### config.mk
export PLATFORM = sky130hd
export DESIGN_NAME = sep_trap_unit
export DESIGN_NICKNAME = d
export VERILOG_FILES = /design/src/hw/sep_trap_unit.v
export VERILOG_INCLUDE_DIRS = /design/src /design/src/hw
export SDC_FILE = /design/constraint.sdc
export NUM_CORES = 1
export LEC_CHECK = 0
export BUFFER_PORTS_ARGS = -buffer_cell sky130_fd_sc_hd__buf_2
export CAP_MARGIN = 10
export CELL_PAD_IN_SITES_DETAIL_PLACEMENT = 1
export CELL_PAD_IN_SITES_GLOBAL_PLACEMENT = 1
export CORE_MARGIN = 10
export CORE_UTILIZATION = 39
export DETAILED_ROUTE_END_ITERATION = 7
export PLACE_DENSITY = 0.84
export SLEW_MARGIN = 20
export SYNTH_ARGS = -nofsm -noshare
export SYNTH_HDL_FRONTEND = slang
export SYNTH_SLANG_ARGS = --single-unit
### constraint.sdc
create_clock -name mclk -period 8.3 [get_ports mclk]
set_clock_uncertainty 0.15 [all_clocks]
set_input_delay 0.83 -clock mclk [delete_from_list [all_inputs] [get_ports mclk]]
set_output_delay 0.83 -clock mclk [all_outputs]
set_load 0.02 [all_outputs]
### src/hw/sep_trap_defs.vh
`ifndef SEP_TRAP_DEFS_VH
`define SEP_TRAP_DEFS_VH

// data path widths
`define SEP_XW            32
`define SEP_CODE_W        5

// register offsets on the plain register port
`define SEP_OFF_EPC       4'h0
`define SEP_OFF_CAUSE     4'h4
`define SEP_OFF_TVAL      4'h8
`define SEP_OFF_STATUS    4'hC

// reset values
`define SEP_EPC_RST       32'h00000000
`define SEP_CAUSE_RST     32'h00000000
`define SEP_TVAL_RST      32'h00000000
`define SEP_COUNT_RST     32'h00000000
`define SEP_CODE_RST      5'h00
`define SEP_RDATA_RST     32'h00000000

// field positions
`define SEP_CAUSE_IRQ_BIT 31
`define SEP_EPC_LSB_MASK  32'hFFFFFFFE

// exception codes
`define SEP_EC_IMISAL     5'h00
`define SEP_EC_IACCESS    5'h01
`define SEP_EC_ILLEGAL    5'h02
`define SEP_EC_BREAK      5'h03
`define SEP_EC_LMISAL     5'h04
`define SEP_EC_LACCESS    5'h05
`define SEP_EC_SMISAL     5'h06
`define SEP_EC_SACCESS    5'h07
`define SEP_EC_ECALL_U    5'h08
`define SEP_EC_IPAGE      5'h0C
`define SEP_EC_LPAGE      5'h0D
`define SEP_EC_SPAGE      5'h0F
`define SEP_EC_SWCHECK    5'h12
`define SEP_EC_HWERR      5'h13

// implementation choices
`define SEP_TVAL_INFO     1'b1
`define SEP_MISAL_HIGH    1'b0
`define SEP_TVAL_INSTBITS 1'b1
`define SEP_SHORT_MASK    32'h0000FFFF

`endif

### src/hw/sep_trap_unit.v
// Summary of operation
// RL1: report only the top exception; instruction breakpoint first, fetch translation next
// RL2: then fetch physical fault, illegal, misaligned target, ecall, ebreak, data break
// RL3: then data translation fault, data physical fault, misaligned data last
// RL4: misaligned data may rank above data faults, fixed at build time
// RL5: misaligned target comes from control flow, ranked below fetch faults
// RL6: instruction breakpoint shares code 3 but ranks above ebreak and watchpoint
// RL7: software check writes zero or the extension's value, at its rank
// RL8: hardware error reports instruction pc and zero or failing address
// RL9: trap value written only on trap entry, software writes still land
// RL10: trap value read-only zero when no exception supplies nonzero value
// RL11: address-type exceptions report the faulting virtual address
// RL12: with paging on, physical access faults still report virtual address
// RL13: misaligned data faults report the address of the faulting portion
// RL14: fetch faults report faulting portion; exception pc stays instruction start
// RL15: illegal instruction bits right-justified, unused upper bits cleared
// RL16: full instruction bits arrive with the request and are captured
// RL17: every other trap writes zero into the trap value
// RL18: trap value accepts any value and holds all addresses and zero
// RL19: cause written on trap: top bit interrupt, low field the code
// RL20: exception pc written with the trapping instruction address
//
// The strobed register port and the placing of the registers were chosen for this implementation.
`timescale 1ns/1ps
`include "sep_trap_defs.vh"

module sep_trap_unit
(
  mclk,
  rst_n,
  exc_valid,
  exc_pc,
  priv_mode,
  irq_valid,
  irq_code,
  ibrk_hit,
  ixl_fault,
  ixl_page,
  ixl_addr,
  iphys_fault,
  ihw_err,
  iphys_addr,
  ill_inst,
  inst_bits,
  inst_short,
  imis_fault,
  imis_target,
  ecall,
  ebreak,
  swc_fault,
  swc_tval,
  dbrk_hit,
  d_store,
  d_addr,
  dxl_fault,
  dxl_page,
  dfault_addr,
  dphys_fault,
  dhw_err,
  dmis_fault,
  reg_addr,
  reg_wdata,
  reg_wr,
  reg_rd,
  reg_rdata,
  trap_taken,
  trap_code
);
  input  wire        mclk;
  input  wire        rst_n;
  input  wire        exc_valid;
  input  wire [31:0] exc_pc;
  input  wire [1:0]  priv_mode;
  input  wire        irq_valid;
  input  wire [4:0]  irq_code;
  input  wire        ibrk_hit;
  input  wire        ixl_fault;
  input  wire        ixl_page;
  input  wire [31:0] ixl_addr;
  input  wire        iphys_fault;
  input  wire        ihw_err;
  input  wire [31:0] iphys_addr;
  input  wire        ill_inst;
  input  wire [31:0] inst_bits;
  input  wire        inst_short;
  input  wire        imis_fault;
  input  wire [31:0] imis_target;
  input  wire        ecall;
  input  wire        ebreak;
  input  wire        swc_fault;
  input  wire [31:0] swc_tval;
  input  wire        dbrk_hit;
  input  wire        d_store;
  input  wire [31:0] d_addr;
  input  wire        dxl_fault;
  input  wire        dxl_page;
  input  wire [31:0] dfault_addr;
  input  wire        dphys_fault;
  input  wire        dhw_err;
  input  wire        dmis_fault;
  input  wire [3:0]  reg_addr;
  input  wire [31:0] reg_wdata;
  input  wire        reg_wr;
  input  wire        reg_rd;
  output reg  [31:0] reg_rdata;
  output reg         trap_taken;
  output reg  [4:0]  trap_code;

  reg        rst_meta_reg;
  reg        rst_sync_reg;
  reg [31:0] epc_reg;
  reg [31:0] cause_reg;
  reg [31:0] tval_reg;
  reg [31:0] trap_count_reg;
  reg        exc_hit;
  reg [4:0]  exc_code;
  reg [31:0] exc_tval;
  reg [31:0] epc_next;
  reg [31:0] cause_next;
  reg [31:0] tval_next;
  reg [31:0] rdata_next;
  wire       take;

  // pick load or store flavour of a data-side code
  function [4:0] sel_ls;
    input       store;
    input [4:0] load_code;
    input [4:0] store_code;
    begin
      sel_ls = store ? store_code : load_code;
    end
  endfunction

  // legalise a trap value for the trap value register
  function [31:0] legal_tval;
    input [31:0] value;
    begin
      legal_tval = `SEP_TVAL_INFO ? value : `SEP_TVAL_RST; // RL10 RL18
    end
  endfunction

  // clear the low bit of an exception pc
  function [31:0] align_pc;
    input [31:0] addr;
    begin
      align_pc = addr & `SEP_EPC_LSB_MASK;        // RL20
    end
  endfunction

  // pack interrupt flag and code into the cause word
  function [31:0] pack_cause;
    input       irq;
    input [4:0] code;
    begin
      pack_cause = {irq, 26'h0, code};            // RL19
    end
  endfunction

  // reset release through two flops
  always @(posedge mclk or negedge rst_n)
  begin
    if (!rst_n)
    begin
      rst_meta_reg <= 1'b0;
      rst_sync_reg <= 1'b0;
    end
    else
    begin
      rst_meta_reg <= 1'b1;
      rst_sync_reg <= rst_meta_reg;
    end
  end

  // fixed-priority choice among the exceptions of one instruction
  always @*
  begin
    exc_hit  = 1'b1;
    exc_code = `SEP_EC_BREAK;
    exc_tval = `SEP_TVAL_RST;
    if (ibrk_hit)
    begin
      exc_code = `SEP_EC_BREAK;                   // RL1 RL6
      exc_tval = exc_pc;                          // RL11
    end
    else if (ixl_fault)
    begin
      exc_code = ixl_page ? `SEP_EC_IPAGE : `SEP_EC_IACCESS; // RL1
      exc_tval = ixl_addr;                        // RL14
    end
    else if (ihw_err)
    begin
      exc_code = `SEP_EC_HWERR;                   // RL8
      exc_tval = iphys_addr;                      // RL8
    end
    else if (iphys_fault)
    begin
      exc_code = `SEP_EC_IACCESS;                 // RL2
      exc_tval = iphys_addr;                      // RL12 RL14
    end
    else if (ill_inst)
    begin
      exc_code = `SEP_EC_ILLEGAL;                 // RL2
      if (`SEP_TVAL_INSTBITS)
        exc_tval = inst_short ? (inst_bits & `SEP_SHORT_MASK)
                              : inst_bits;        // RL15 RL16
    end
    else if (imis_fault)
    begin
      exc_code = `SEP_EC_IMISAL;                  // RL2 RL5
      exc_tval = imis_target;                     // RL11
    end
    else if (ecall)
      exc_code = `SEP_EC_ECALL_U + {3'h0, priv_mode}; // RL2 RL17
    else if (ebreak)
    begin
      exc_code = `SEP_EC_BREAK;                   // RL2 RL6
      exc_tval = exc_pc;
    end
    else if (swc_fault)
    begin
      exc_code = `SEP_EC_SWCHECK;                 // RL7
      exc_tval = swc_tval;                        // RL7
    end
    else if (dbrk_hit)
    begin
      exc_code = `SEP_EC_BREAK;                   // RL2 RL6
      exc_tval = d_addr;                          // RL11
    end
    else if (dmis_fault && `SEP_MISAL_HIGH)
    begin
      exc_code = sel_ls(d_store, `SEP_EC_LMISAL, `SEP_EC_SMISAL); // RL4
      exc_tval = d_addr;                          // RL11
    end
    else if (dxl_fault)
    begin
      exc_code = dxl_page
        ? sel_ls(d_store, `SEP_EC_LPAGE, `SEP_EC_SPAGE)
        : sel_ls(d_store, `SEP_EC_LACCESS, `SEP_EC_SACCESS); // RL3
      exc_tval = dfault_addr;                     // RL13
    end
    else if (dhw_err)
    begin
      exc_code = `SEP_EC_HWERR;                   // RL8
      exc_tval = dfault_addr;
    end
    else if (dphys_fault)
    begin
      exc_code = sel_ls(d_store, `SEP_EC_LACCESS, `SEP_EC_SACCESS); // RL3
      exc_tval = dfault_addr;                     // RL12 RL13
    end
    else if (dmis_fault)
    begin
      exc_code = sel_ls(d_store, `SEP_EC_LMISAL, `SEP_EC_SMISAL); // RL3 RL4
      exc_tval = d_addr;                          // RL11
    end
    else
      exc_hit = 1'b0;
  end

  // a trap is taken for an interrupt or a raised exception
  assign take = irq_valid || (exc_valid && exc_hit);

  // next values: trap entry first, then software writes
  always @*
  begin
    epc_next   = epc_reg;
    cause_next = cause_reg;
    tval_next  = tval_reg;
    if (take)
    begin
      epc_next   = align_pc(exc_pc);              // RL20 RL14
      if (irq_valid)
      begin
        cause_next = pack_cause(1'b1, irq_code);  // RL19
        tval_next  = `SEP_TVAL_RST;               // RL17
      end
      else
      begin
        cause_next = pack_cause(1'b0, exc_code);  // RL19
        tval_next  = legal_tval(exc_tval);        // RL9
      end
    end
    else if (reg_wr)
    begin
      case (reg_addr)
        `SEP_OFF_EPC:   epc_next   = align_pc(reg_wdata);
        `SEP_OFF_CAUSE: cause_next = pack_cause(reg_wdata[31], reg_wdata[4:0]);
        `SEP_OFF_TVAL:  tval_next  = legal_tval(reg_wdata); // RL9 RL18
        default:        tval_next  = tval_reg;
      endcase
    end
  end

  // read mux
  always @*
  begin
    case (reg_addr)
      `SEP_OFF_EPC:    rdata_next = epc_reg;
      `SEP_OFF_CAUSE:  rdata_next = cause_reg;
      `SEP_OFF_TVAL:   rdata_next = tval_reg;
      `SEP_OFF_STATUS: rdata_next = trap_count_reg;
      default:         rdata_next = 32'h00000000;
    endcase
  end

  // trap state registers
  always @(posedge mclk or negedge rst_sync_reg)
  begin
    if (!rst_sync_reg)
    begin
      epc_reg   <= `SEP_EPC_RST;
      cause_reg <= `SEP_CAUSE_RST;
      tval_reg  <= `SEP_TVAL_RST;
    end
    else
    begin
      epc_reg   <= epc_next;
      cause_reg <= cause_next;
      tval_reg  <= tval_next;                     // RL9
    end
  end

  // trap pulse, last code and trap counter
  always @(posedge mclk or negedge rst_sync_reg)
  begin
    if (!rst_sync_reg)
    begin
      trap_count_reg <= `SEP_COUNT_RST;
      trap_taken     <= 1'b0;
      trap_code      <= `SEP_CODE_RST;
    end
    else
    begin
      trap_taken <= take;
      if (take)
      begin
        trap_code      <= cause_next[4:0];
        trap_count_reg <= trap_count_reg + 32'h00000001;
      end
    end
  end

  // read data stands only in the cycle after a read strobe
  always @(posedge mclk or negedge rst_sync_reg)
  begin
    if (!rst_sync_reg)
      reg_rdata <= `SEP_RDATA_RST;
    else
      reg_rdata <= reg_rd ? rdata_next : `SEP_RDATA_RST;
  end

endmodule

### Yosys cells after proc, flatten, opt, wreduce, memory -nomap -nowiden

Cells that the tools add are included.

| storage, ports and cells | value |
|---|---|
| output and inout port bits | 38 |
| RAM bits | 0 |
| latch bits | 0 |
| flip-flop bits (word level) | 168 |
| input bits | 323 |
| word-level logic and storage cells | 86 |
| bits in read-only memories | 0 |
| memories kept | 0 |

| cells by class | value |
|---|---|
| equal/unequal tests | 3 |
| add/subtract/negate cells | 2 |
| magnitude comparators | 0 |
| bitwise operators | 0 |
| multiplexer cells | 61 |
| shift-type cells | 0 |
| multipliers | 0 |
| div/mod/pow operators | 0 |
| reductions and logical operators | 10 |

Operators with widths:

| kind | count |
|---|---|
| 2-to-1 mux 32 bit | 27 |
| case mux 32 bit (4 select lines) | 1 |
| 2-to-1 mux 5 bit | 13 |
| adder 32 x 1 -> 32 bit, second input constant | 1 |
| 2-to-1 mux 1 bit | 14 |
| equality test 4 bit, second input constant | 2 |
| nonzero test 2 bit | 4 |
| 2-to-1 mux 2 bit | 3 |
| 2-to-1 mux 3 bit | 2 |
| AND reduction 2 bit | 3 |
| adder 4 x 2 -> 5 bit, first input constant | 1 |
| equality test 4 x 3 -> 1 bit, second input constant | 1 |
| logical NOT 4 bit | 1 |
| 2-to-1 mux 4 bit | 1 |
| logical AND 1 bit | 1 |
| logical OR 1 bit | 1 |

### Longest topological paths before layout

Gate-level depths: netlist (run 1).

| depth | value |
|---|---|
| depth in word-level cells | 18 |
| depth in mapped cells | 9 |
| depth with buffers taken out | 6 |

### Least setup slack after synthesis (run 1)

No wires, ideal clock.

| timing | value |
|---|---|
| path kind | input-to-reg |
| start point | input ixl_fault |
| end point | register tval_reg[21] |
| buffers on the path | 3 |
| library setup time | 0.125 ns |
| required time | 8.025 ns |
| slack | 5.827 ns |
| arrival time | 2.198 ns |
| cell stages on the path | 8 |
| path through | buf_2 > or4b_1 > buf_2 > buf_2 > o221ai_1 > o21ai_1 > o221ai_1 > nand2_1 |

| on the way | value |
|---|---|
| longest elaborated chain between the ends | 6 |
| elaborated cells on any way between the ends | 11 |
| those cells by class | mux: 6; reduce/logical: 5 |

Ends and longest elaborated chain:

| item | line | text |
|---|---|---|
| from (decl) | sep_trap_unit.v:77 | `input wire ixl_fault;` |
| 2-to-1 mux 1 bit | sep_trap_unit.v:185 | `else if (ixl_fault)` |
| 2-to-1 mux 1 bit | sep_trap_unit.v:180 | `if (ibrk_hit)` |
| logical AND 1 bit | sep_trap_unit.v:261 | `assign take = irq_valid \|\| (exc_valid && exc_hit);` |
| logical OR 1 bit | sep_trap_unit.v:261 |  |
| nonzero test 2 bit (no source line) | -- |  |
| AND reduction 2 bit (no source line) | -- |  |
| to (signal assigned) | sep_trap_unit.v:313 | `` tval_reg <= `SEP_TVAL_RST; `` |
| to (signal assigned) | sep_trap_unit.v:319 | `tval_reg <= tval_next;` |
| to (decl) | sep_trap_unit.v:113 | `reg [31:0] tval_reg;` |

Several ways; a longest one is shown, not always the timed one.
A chain may end at the register's enable or synchronous reset.

### Final worst setup path (run 1)

| timing | value |
|---|---|
| start point | input imis_fault |
| end point | register trap_count_reg[1] |

| on the way | value |
|---|---|
| longest elaborated chain between the ends | 8 |

Ends and longest elaborated chain:

| item | line | text |
|---|---|---|
| from (decl) | sep_trap_unit.v:86 | `input wire imis_fault;` |
| 2-to-1 mux 1 bit | sep_trap_unit.v:207 | `else if (imis_fault)` |
| 2-to-1 mux 1 bit | sep_trap_unit.v:200 | `else if (ill_inst)` |
| 2-to-1 mux 1 bit | sep_trap_unit.v:195 | `else if (iphys_fault)` |
| 2-to-1 mux 1 bit | sep_trap_unit.v:190 | `else if (ihw_err)` |
| 2-to-1 mux 1 bit | sep_trap_unit.v:185 |  |
| 2-to-1 mux 1 bit | sep_trap_unit.v:180 |  |
| logical AND 1 bit | sep_trap_unit.v:261 |  |
| logical OR 1 bit | sep_trap_unit.v:261 |  |
| to (signal assigned) | sep_trap_unit.v:328 | `` trap_count_reg <= `SEP_COUNT_RST; `` |
| to (signal assigned) | sep_trap_unit.v:338 | `trap_count_reg <= trap_count_reg + 32'h00000001;` |
| to (decl) | sep_trap_unit.v:114 | `reg [31:0] trap_count_reg;` |

No other way between the ends.

==> metrics.txt, run 1 <==
multi-input logic area=5570 µm²; Slew @ Worst Pin=1.11 ns; Pint=about 1400 µW; first-pass GRT wire length=just over 70 mm; Switching Share=30.6%; critical path startpoint category=input pin; initial drt markers=approximately 1100; Clk pwr share=around 40%; DIE WIDTH=177 µm; Clock Tree Buf Depth=2; Yosys top cell by area=dfrtp_1; Final Cell Area=12100 µm²; sequential share of power=38.9%; RSZ-0062 raised after global routing=false; max_cap viols=0; CTS root buf=clkbuf_16; Final Hold Fails=0; input/output buffers=between 300 and 400; WL per Instance=27.5 µm; Worst Path Required=8.46 ns; critical path cell sequence=buf_2, nor2_1, and4_1, a21boi_4, buf_4, nor2_2, inv_2, mux2_1; vias in the first global route=11594; outcome=finished clean; DIE HEIGHT=177 µm; CTS tree=built; Pins Over Slew Limit=0; most frequent cells in the layout=360 x buf_2, 140 x dfrtp_1, 109 x o21ai_0; syn avg cell area=8.76 µm²; mapped cell area=9570 µm²; top cells by area, synth=dfrtp_1 37%, o21ai_0 5.7%, a22oi_1 5.6%; core box area=24200 µm²; net count after synthesis=approximately 1400; H-tree Lvls=4; Inserted Clock Buffers=17; EDFF count, synth=0; Comb pwr share=a little over a fifth; DR vias=10892; worst vdd ir=0.138 mV; Yosys Warn Count=0; FMAX=between 200 and 300 MHz; Yosys cell types=70; ratio of cells with drive above 1 in the final layout=32.2%; Layout Utilization=50.1%; Max-slew headroom=25.9%; largest net degree at the start of global routing=83; Placement Cell Area=around 11000 µm²; kind of critical path=in2reg; clock sinks=roughly 140; global route overflow=0; Hold WC Path Type=in2async; WL final=47.6 mm; gr usage total=29.1%; Worst EP arrival=3.72 ns; post-route DRC violation count=0; Setup Buffers After CTS=0; routed vias/inst=6.29; register area=3530 µm²; switching power=between 600 and 700 µW; flop and latch count out of synthesis=about 140; Static Leak=between 0.005 and 0.006 µW; Yosys top cell area share=~37%; Die Area=31200 µm²; Post-DP HPWL=roughly 36 mm; post-CTS resize count=0; Starting Density=between 30% and 40%; synthesis-to-layout area growth=26.9%; sequential area share after synthesis=36.9%; worst r2r path cells=4; Tmin final=3.56 ns; initial antenna violation count=14; Site Rows=between 50 and 60; Worst setup EP type=flop; r2r endpoint=trap_count_reg[10]; final worst-path cycle share=between 40 and 50%; TNS Setup=0 ns; number of nets in the layout=1706; R2R setup slack=5.83 ns; Max FO, Critical Path=53; Reg2Reg Launch Point=trap_count_reg[2]; most common cell after layout, fill and taps aside=buf_2; CP max-delay cell=buf_2; async set-reset flop share out of synthesis=100%; final setup fails=0; # fillers=2987; drt pass-1 iters=5; # IOs=around 360; Detail Route Antenna Nets=0; crit-path max cell delay=0.64 ns; hold_buf cts=0; pwr dens=about 170 nW/µm²; post-synthesis instance total=around 1100; clock-pin slew of the registers on the worst-case setup and hold paths=0.06 ns; RePlAce Congestion=0.949; clk_lat worst skew=0.43 ns; Post-synth top flop=dfrtp_1
-- cell families after synthesis --
family                   Yosys count  synth area share [%]
AO/OA/AOI/OAI                    452                  32.9
XOR/XNOR                          31                  2.84
adder cells (fa/ha/maj)            1                 0.131
buffers and inverters            116                  5.18
flip-flops                       141                  36.9
multiplexers                      54                  5.66
other                              1                0.0392
AND/OR/NAND/NOR                  296                  16.4
-- power by group through the flow --
| stage | registers [µW] | clock network, µW | logic, µW |
|---|---|---|---|
| global route | 808 | 869 | 464 |
| global placement | 807 | 0 | 410 |
| detailed placement | 811 | 0 | 421 |
| CTS | 800 | 835 | 427 |
| floorplan | 799 | 0 | 228 |
| finish | 802 | 827 | 435 |
-- metrics by stage --
stage | total power (µW) | std cells | setup WS [ns] | hold WS [ns]
3_5_place_dp | 1230 | 1687 | 4.39 | 0.195
5_1_grt | 2140 | 1728 | 4.63 | 0.0159
2_1_floorplan | 1030 | 1092 | 3.93 | 0.181
3_3_place_gp | 1220 | 1687 | 4.48 | 0.188
4_1_cts | 2060 | 1719 | 4.83 | 0.0210
6_report | 2060 | 1732 | 4.74 | 0.0297
-- worst max-delay path by stage --
stage / from / to / slack, ns / depth (start not counted)
floorplan: rst_sync_reg / cause_reg[0] / 3.93 / 0
global placement: imis_fault / trap_count_reg[1] / 4.48 / 8
detailed placement: imis_fault / trap_count_reg[1] / 4.39 / 8
CTS: imis_fault / trap_count_reg[1] / 4.83 / 8
global route: imis_fault / trap_count_reg[1] / 4.63 / 8
finish: imis_fault / trap_count_reg[1] / 4.74 / 8
-- routing by layer --
metal / vias to the layer above / GRT usage (%) / routed length [µm]
li1: 4796 / - / -
met5: - / 0 / 34
met2: 542 / 47.4 / 22900
met1: 5445 / 36.9 / 19600
met4: 6 / 11.4 / 1550
met3: 103 / 6.27 / 3490
-- cells in the mapped netlist, types with 16 or more instances --
cell and instances:
a211oi_1 29, xor2_1 17, o21ai_1 44, o22a_1 16, o221ai_1 48, o21ai_0 109
nor2b_1 18, nor2_1 57, clkbuf_1 60, a31oi_1 17, o311a_1 16, nand3_1 31
dfrtp_1 141, buf_2 36, mux2i_1 53, a21oi_1 35, nand2b_1 18, nand2_1 100
a221oi_1 18, a22oi_1 72, nor3_1 23, o2111ai_1 20
-- critical path, delay by kind of cell --
family                 cells  cell delay (ns)
buffers and inverters      3             1.64
AND/OR/NAND/NOR            3             0.67
AO/OA/AOI/OAI              1             0.16
multiplexers               1             0.38
-- final cells by class --
type,count,area share [%]
well taps,324,3.34
repair buffers,374,15.7
clock buffers,23,4.02
multi-input cells,835,45.9
flip-flops and latches,141,29.1
inverters,13,0.402
clock inverters,9,1.30
diodes,13,0.268
No activity file was read; power rests on OpenSTA's default activity.
==> run 2, diff against run 1 <==
--- a/config.mk
+++ b/config.mk
@@ -11,9 +11,9 @@
 export CELL_PAD_IN_SITES_DETAIL_PLACEMENT = 1
 export CELL_PAD_IN_SITES_GLOBAL_PLACEMENT = 1
 export CORE_MARGIN = 10
-export CORE_UTILIZATION = 39
+export CORE_UTILIZATION = 36
 export DETAILED_ROUTE_END_ITERATION = 7
-export PLACE_DENSITY = 0.84
+export PLACE_DENSITY = 0.79
 export SLEW_MARGIN = 20
 export SYNTH_ARGS = -nofsm -noshare
 export SYNTH_HDL_FRONTEND = slang
==> constraint.sdc (replaced) <==
create_clock -name mclk -period 3.4 [get_ports mclk]
set_clock_uncertainty 0.15 [all_clocks]
set_input_delay 0.34 -clock mclk [delete_from_list [all_inputs] [get_ports mclk]]
set_output_delay 0.34 -clock mclk [all_outputs]
set_load 0.02 [all_outputs]
==> metrics.txt, run 2 (synthesized netlist as in run 1, its figures left out) <==
outcome=finished clean; final setup fails=0; Reg2Reg Launch Point=trap_count_reg[2]; pwr dens=401 nW/µm²; final worst-path cycle share=a little over two thirds; clk_lat worst skew=between 0.4 and 0.5 ns; CP max-delay cell=a21oi_2; ratio of cells with drive above 1 in the final layout=33.1%; initial drt markers=1154; input/output buffers=360; Layout Utilization=46.9%; crit-path max cell delay=0.75 ns; global route overflow=0; Final Hold Fails=0; Max FO, Critical Path=21; Final Cell Area=12300 µm²; vias in the first global route=11629; clock sinks=between 100 and 150; # IOs=about 360; Crit path max-delay family=compound AO/OA/AOI/OAI gates; crit path buf inv count=2; Tmin final=2.40 ns; WL final=49.2 mm; DIE HEIGHT=183 µm; hold_buf cts=1; routed vias/inst=approximately 6.2; critical path startpoint category=input pin; Inserted Clock Buffers=17; Post-DP HPWL=38.4 mm; RePlAce Congestion=around 0.93; Max-slew headroom=26.0%; post-route DRC violation count=0; core box area=about 26000 µm²; Setup Buffers After CTS=0; Tot Pwr=4920 µW; CTS root buf=clkbuf_16; critical path cell sequence=buf_2, nor4_2, and4_1, a21oi_2, buf_4, o221ai_1, nand2_1; drt pass-1 iters=5; most frequent cells in the layout=360 x buf_2, 140 x dfrtp_1, 109 x o21ai_0; Pins Over Slew Limit=0; post-CTS resize count=0; most common cell after layout, fill and taps aside=buf_2; initial antenna violation count=10; r2r endpoint=trap_count_reg[17]; Detail Route Antenna Nets=0; hold depth=3; Clock Tree Buf Depth=2; DR vias=10905; kind of critical path=in2reg; Critical Path Stages=7; synthesis-to-layout area growth=28.0%; Site Rows=between 50 and 60; H-tree Lvls=4; RSZ-0062 raised after global routing=false; max_cap viols=0; Worst EP arrival=2.62 ns; largest net degree at the start of global routing=63; worst r2r path cells=5; Static Leak=0.00560 µW; Starting Density=36.6%; worst setup path end=tval_reg[19]; WL per Instance=27.9 µm; first-pass GRT wire length=roughly 73 mm; worst vdd ir=0.370 mV; Worst Path Required=3.61 ns; number of nets in the layout=1725; R2R setup slack=1.11 ns; Die Area=about 34000 µm²; clock-pin slew of the registers on the worst-case setup and hold paths=0.06 ns; gr usage total=28.2%; Min Hold Slack=0.0431 ns; Worst setup EP type=flop; Slew @ Worst Pin=1.10 ns; FMAX=between 400 and 500 MHz; Hold WC Path Type=in2reg; DIE WIDTH=~180 µm; CTS tree=built; TNS Setup=0 ns; CP Launch Point=dbrk_hit; Placement Cell Area=11600 µm²
==> run 2: how the worst min path moves through the flow <==
stage / startpoint / to / slack (ns)
2_1_floorplan: rst_n / rst_meta_reg / -0.11
3_3_place_gp: rst_n / rst_meta_reg / -0.02
3_5_place_dp: rst_n / rst_meta_reg / -0.02
4_1_cts: exc_pc[22] / epc_reg[22] / 0.03
5_1_grt: reg_wdata[29] / epc_reg[29] / 0.05
6_report: exc_pc[22] / epc_reg[22] / 0.04
==> run 2: layout make-up <==
cell class,count,area [µm²]
diodes,11,27.5
repair buffers,393,2060
clock buffers,19,453
fillers,3238,13900
inverters,13,48.8
clock inverters,13,140
flip-flops and latches,141,3530
well taps,335,419
multi-input cells,835,5570
==> run 2: power breakdown <==
part	total [µW]	internal (µW)	switching (µW)
sequential	1950	1800	148
clock	1880	1120	764
combinational	1080	401	682
total	4920	3330	1590
==> run 2: routing by layer <==
metal | share of wire (%) | wire length (µm) | track usage [%]
met2 | 48 | 23500 | 45.2
met4 | 3.1 | 1540 | 11.0
met1 | 41 | 20200 | 36.3
met3 | 8.1 | 3960 | 6.01
met5 | 0.014 | 7 | 0
==> run 2: stage by stage <==
| step | setup WS, ns | std cells |
|---|---|---|
| final | 0.997 | 1760 |
| after global routing | 0.878 | 1757 |
| after CTS | 1.09 | 1749 |
| after detailed placement | 0.646 | 1716 |
| after global placement | 0.709 | 1716 |
| after floorplan | 0.908 | 1092 |
==> run 2: worst register-to-register path: cells and delay by family (launching register included) <==
kind                   cells  cell delay, ns
flip-flops                 1            0.43
AND/OR/NAND/NOR            2            0.74
AO/OA/AOI/OAI              1            0.34
buffers and inverters      1            0.36
XOR/XNOR                   1            0.19
==> run 3, diff against run 2 <==
==> constraint.sdc (replaced) <==
create_clock -name mclk -period 2.45 [get_ports mclk]
set_clock_uncertainty 0.15 [all_clocks]
set_input_delay 0.245 -clock mclk [delete_from_list [all_inputs] [get_ports mclk]]
set_output_delay 0.245 -clock mclk [all_outputs]
set_load 0.02 [all_outputs]
==> metrics.txt, run 3 (synthesized netlist as in run 1, its figures left out) <==
Min Hold Slack=about 0.0031 ns; Site Rows=between 50 and 60; Clk pwr share=between 30% and 40%; hold depth=3; Tmin final=2.35 ns; WL per Instance=27.6 µm; H-tree Lvls=4; Max FO, Critical Path=18; Slew @ Worst Pin=0.779 ns; core box area=roughly 26000 µm²; clock-pin slew of the registers on the worst-case setup and hold paths=0.06 ns; DR vias=about 12000; gr usage total=around 29%; input/output buffers=360; switching power=2240 µW; clock sinks=roughly 140; final setup fails=0; critical path cell sequence=buf_2, nor2_1, and4_2, a21boi_4, nor2_2, inv_2, buf_4, o21ai_1, dlygate4sd3_1; WL final=50.6 mm; worst vdd ir=around 0.53 mV; global route overflow=0; most common cell after layout, fill and taps aside=buf_2; largest net degree at the start of global routing=76; Placement Cell Area=11900 µm²; pwr dens=554 nW/µm²; DIE HEIGHT=between 150 and 200 µm; final worst-path cycle share=95.8%; routed vias/inst=about 6.3; dpl cells=around 1700; Hold WC Path Type=in2reg; most frequent cells in the layout=360 x buf_2, 140 x dfrtp_1, 109 x o21ai_0; RePlAce Congestion=0.959; outcome=finished clean; max_cap viols=0; post-route DRC violation count=0; Crit path max-delay family=buffers and inverters; Switching Share=between 30% and 40%; Worst Path Required=2.61 ns; Die Area=33500 µm²; ratio of cells with drive above 1 in the final layout=33.2%; Max-slew headroom=between 40% and 50%; worst r2r path cells=5; synthesis-to-layout area growth=35.9%; Detail Route Antenna Nets=0; FMAX=roughly 430 MHz; drt pass-1 iters=5; Pint=4970 µW; critical path startpoint category=input pin; sequential share of power=37.3%; CTS tree=built; Critical Path Stages=9; Final Cell Area=~13000 µm²; Final Hold Fails=0; Inserted Clock Buffers=17; number of nets in the layout=between 1500 and 2000; initial drt markers=1250; R2R setup slack=0.16 ns; Setup Buffers After CTS=0; Post-DP HPWL=37.8 mm; kind of critical path=in2reg; clk_lat worst skew=0.43 ns; Worst setup EP type=flop; DIE WIDTH=183 µm; first-pass GRT wire length=74.7 mm; Clock Tree Buf Depth=2; Static Leak=about 0.006 µW; Post-Layout Cell Count=roughly 1800; # IOs=361; initial antenna violation count=9; crit-path max cell delay=0.57 ns; CP max-delay cell=dlygate4sd3_1; Pins Over Slew Limit=0; Comb pwr share=23.3%; Worst EP arrival=2.50 ns; vias in the first global route=12282; crit path buf inv count=4; CTS root buf=clkbuf_16; Starting Density=36.6%
run 3: metal layers:
| layer | part of all wire, % | GRT usage, % | vias to the layer above |
|---|---|---|---|
| met5 | 0.034 | 0 | - |
| met4 | 3.7 | 11.6 | 4 |
| met3 | 7.7 | 5.04 | 121 |
| met2 | 48 | 47.1 | 703 |
| met1 | 41 | 36.7 | 5751 |
| li1 | - | - | 4985 |
run 3: worst paths after layout:
check / start / to
max reg2reg: trap_count_reg[5] / trap_count_reg[19]
min: reg_wdata[18] / epc_reg[18]
min reg2reg: rst_sync_reg / reg_rdata[14]
max: ill_inst / epc_reg[19]
max in group asynchronous: rst_n / rst_sync_reg
min in group asynchronous: rst_sync_reg / reg_rdata[14]
run 3: repair_timing:
action                     in CTS  in global routing
hold endpoints to repair       32                  0
setup endpoints to repair       0                 15
resized for setup               0                  3
hold buffers                   46                  0
run 3: worst register-to-register path, stage by stage (launching register included):
cell,delay [ns]
dfrtp_1,0.51
nand4_4,0.20
nor4_2,0.70
nand3_1,0.19
a211oi_2,0.27
xor2_1,0.19
run 3: power by group through the flow:
stage | Combinational (µW) | Clock (µW) | Sequential (µW)
after detailed placement | 1540 | 0 | 2710
after global placement | 1510 | 0 | 2700
final | 1680 | 2840 | 2690
after floorplan | 772 | 0 | 2710
after global routing | 1780 | 2960 | 2710
after CTS | 1620 | 2850 | 2670
run 3: final cells by class:
class,count,area [µm²]
clock buffer,21,440
fill,3215,13100
multi-input combinational,835,5590
timing repair buffer,468,2770
clock inverter,11,191
tap,335,419
inverter,13,48.8
antenna,9,22.5
sequential,141,3530
run 3: through the flow:
stage | utilization [%] | setup TNS (ns) | worst slack [ns] | power [µW]
2_1_floorplan | - | 0 | 0.562 | 3480
3_3_place_gp | 45.4 | 0 | 0.127 | 4220
3_5_place_dp | 45.4 | 0 | 0.0739 | 4250
4_1_cts | 49.6 | 0 | 0.0642 | 7150
5_1_grt | 49.8 | -0.00427 | -0.00427 | 7450
6_report | 49.8 | 0 | 0.103 | 7210
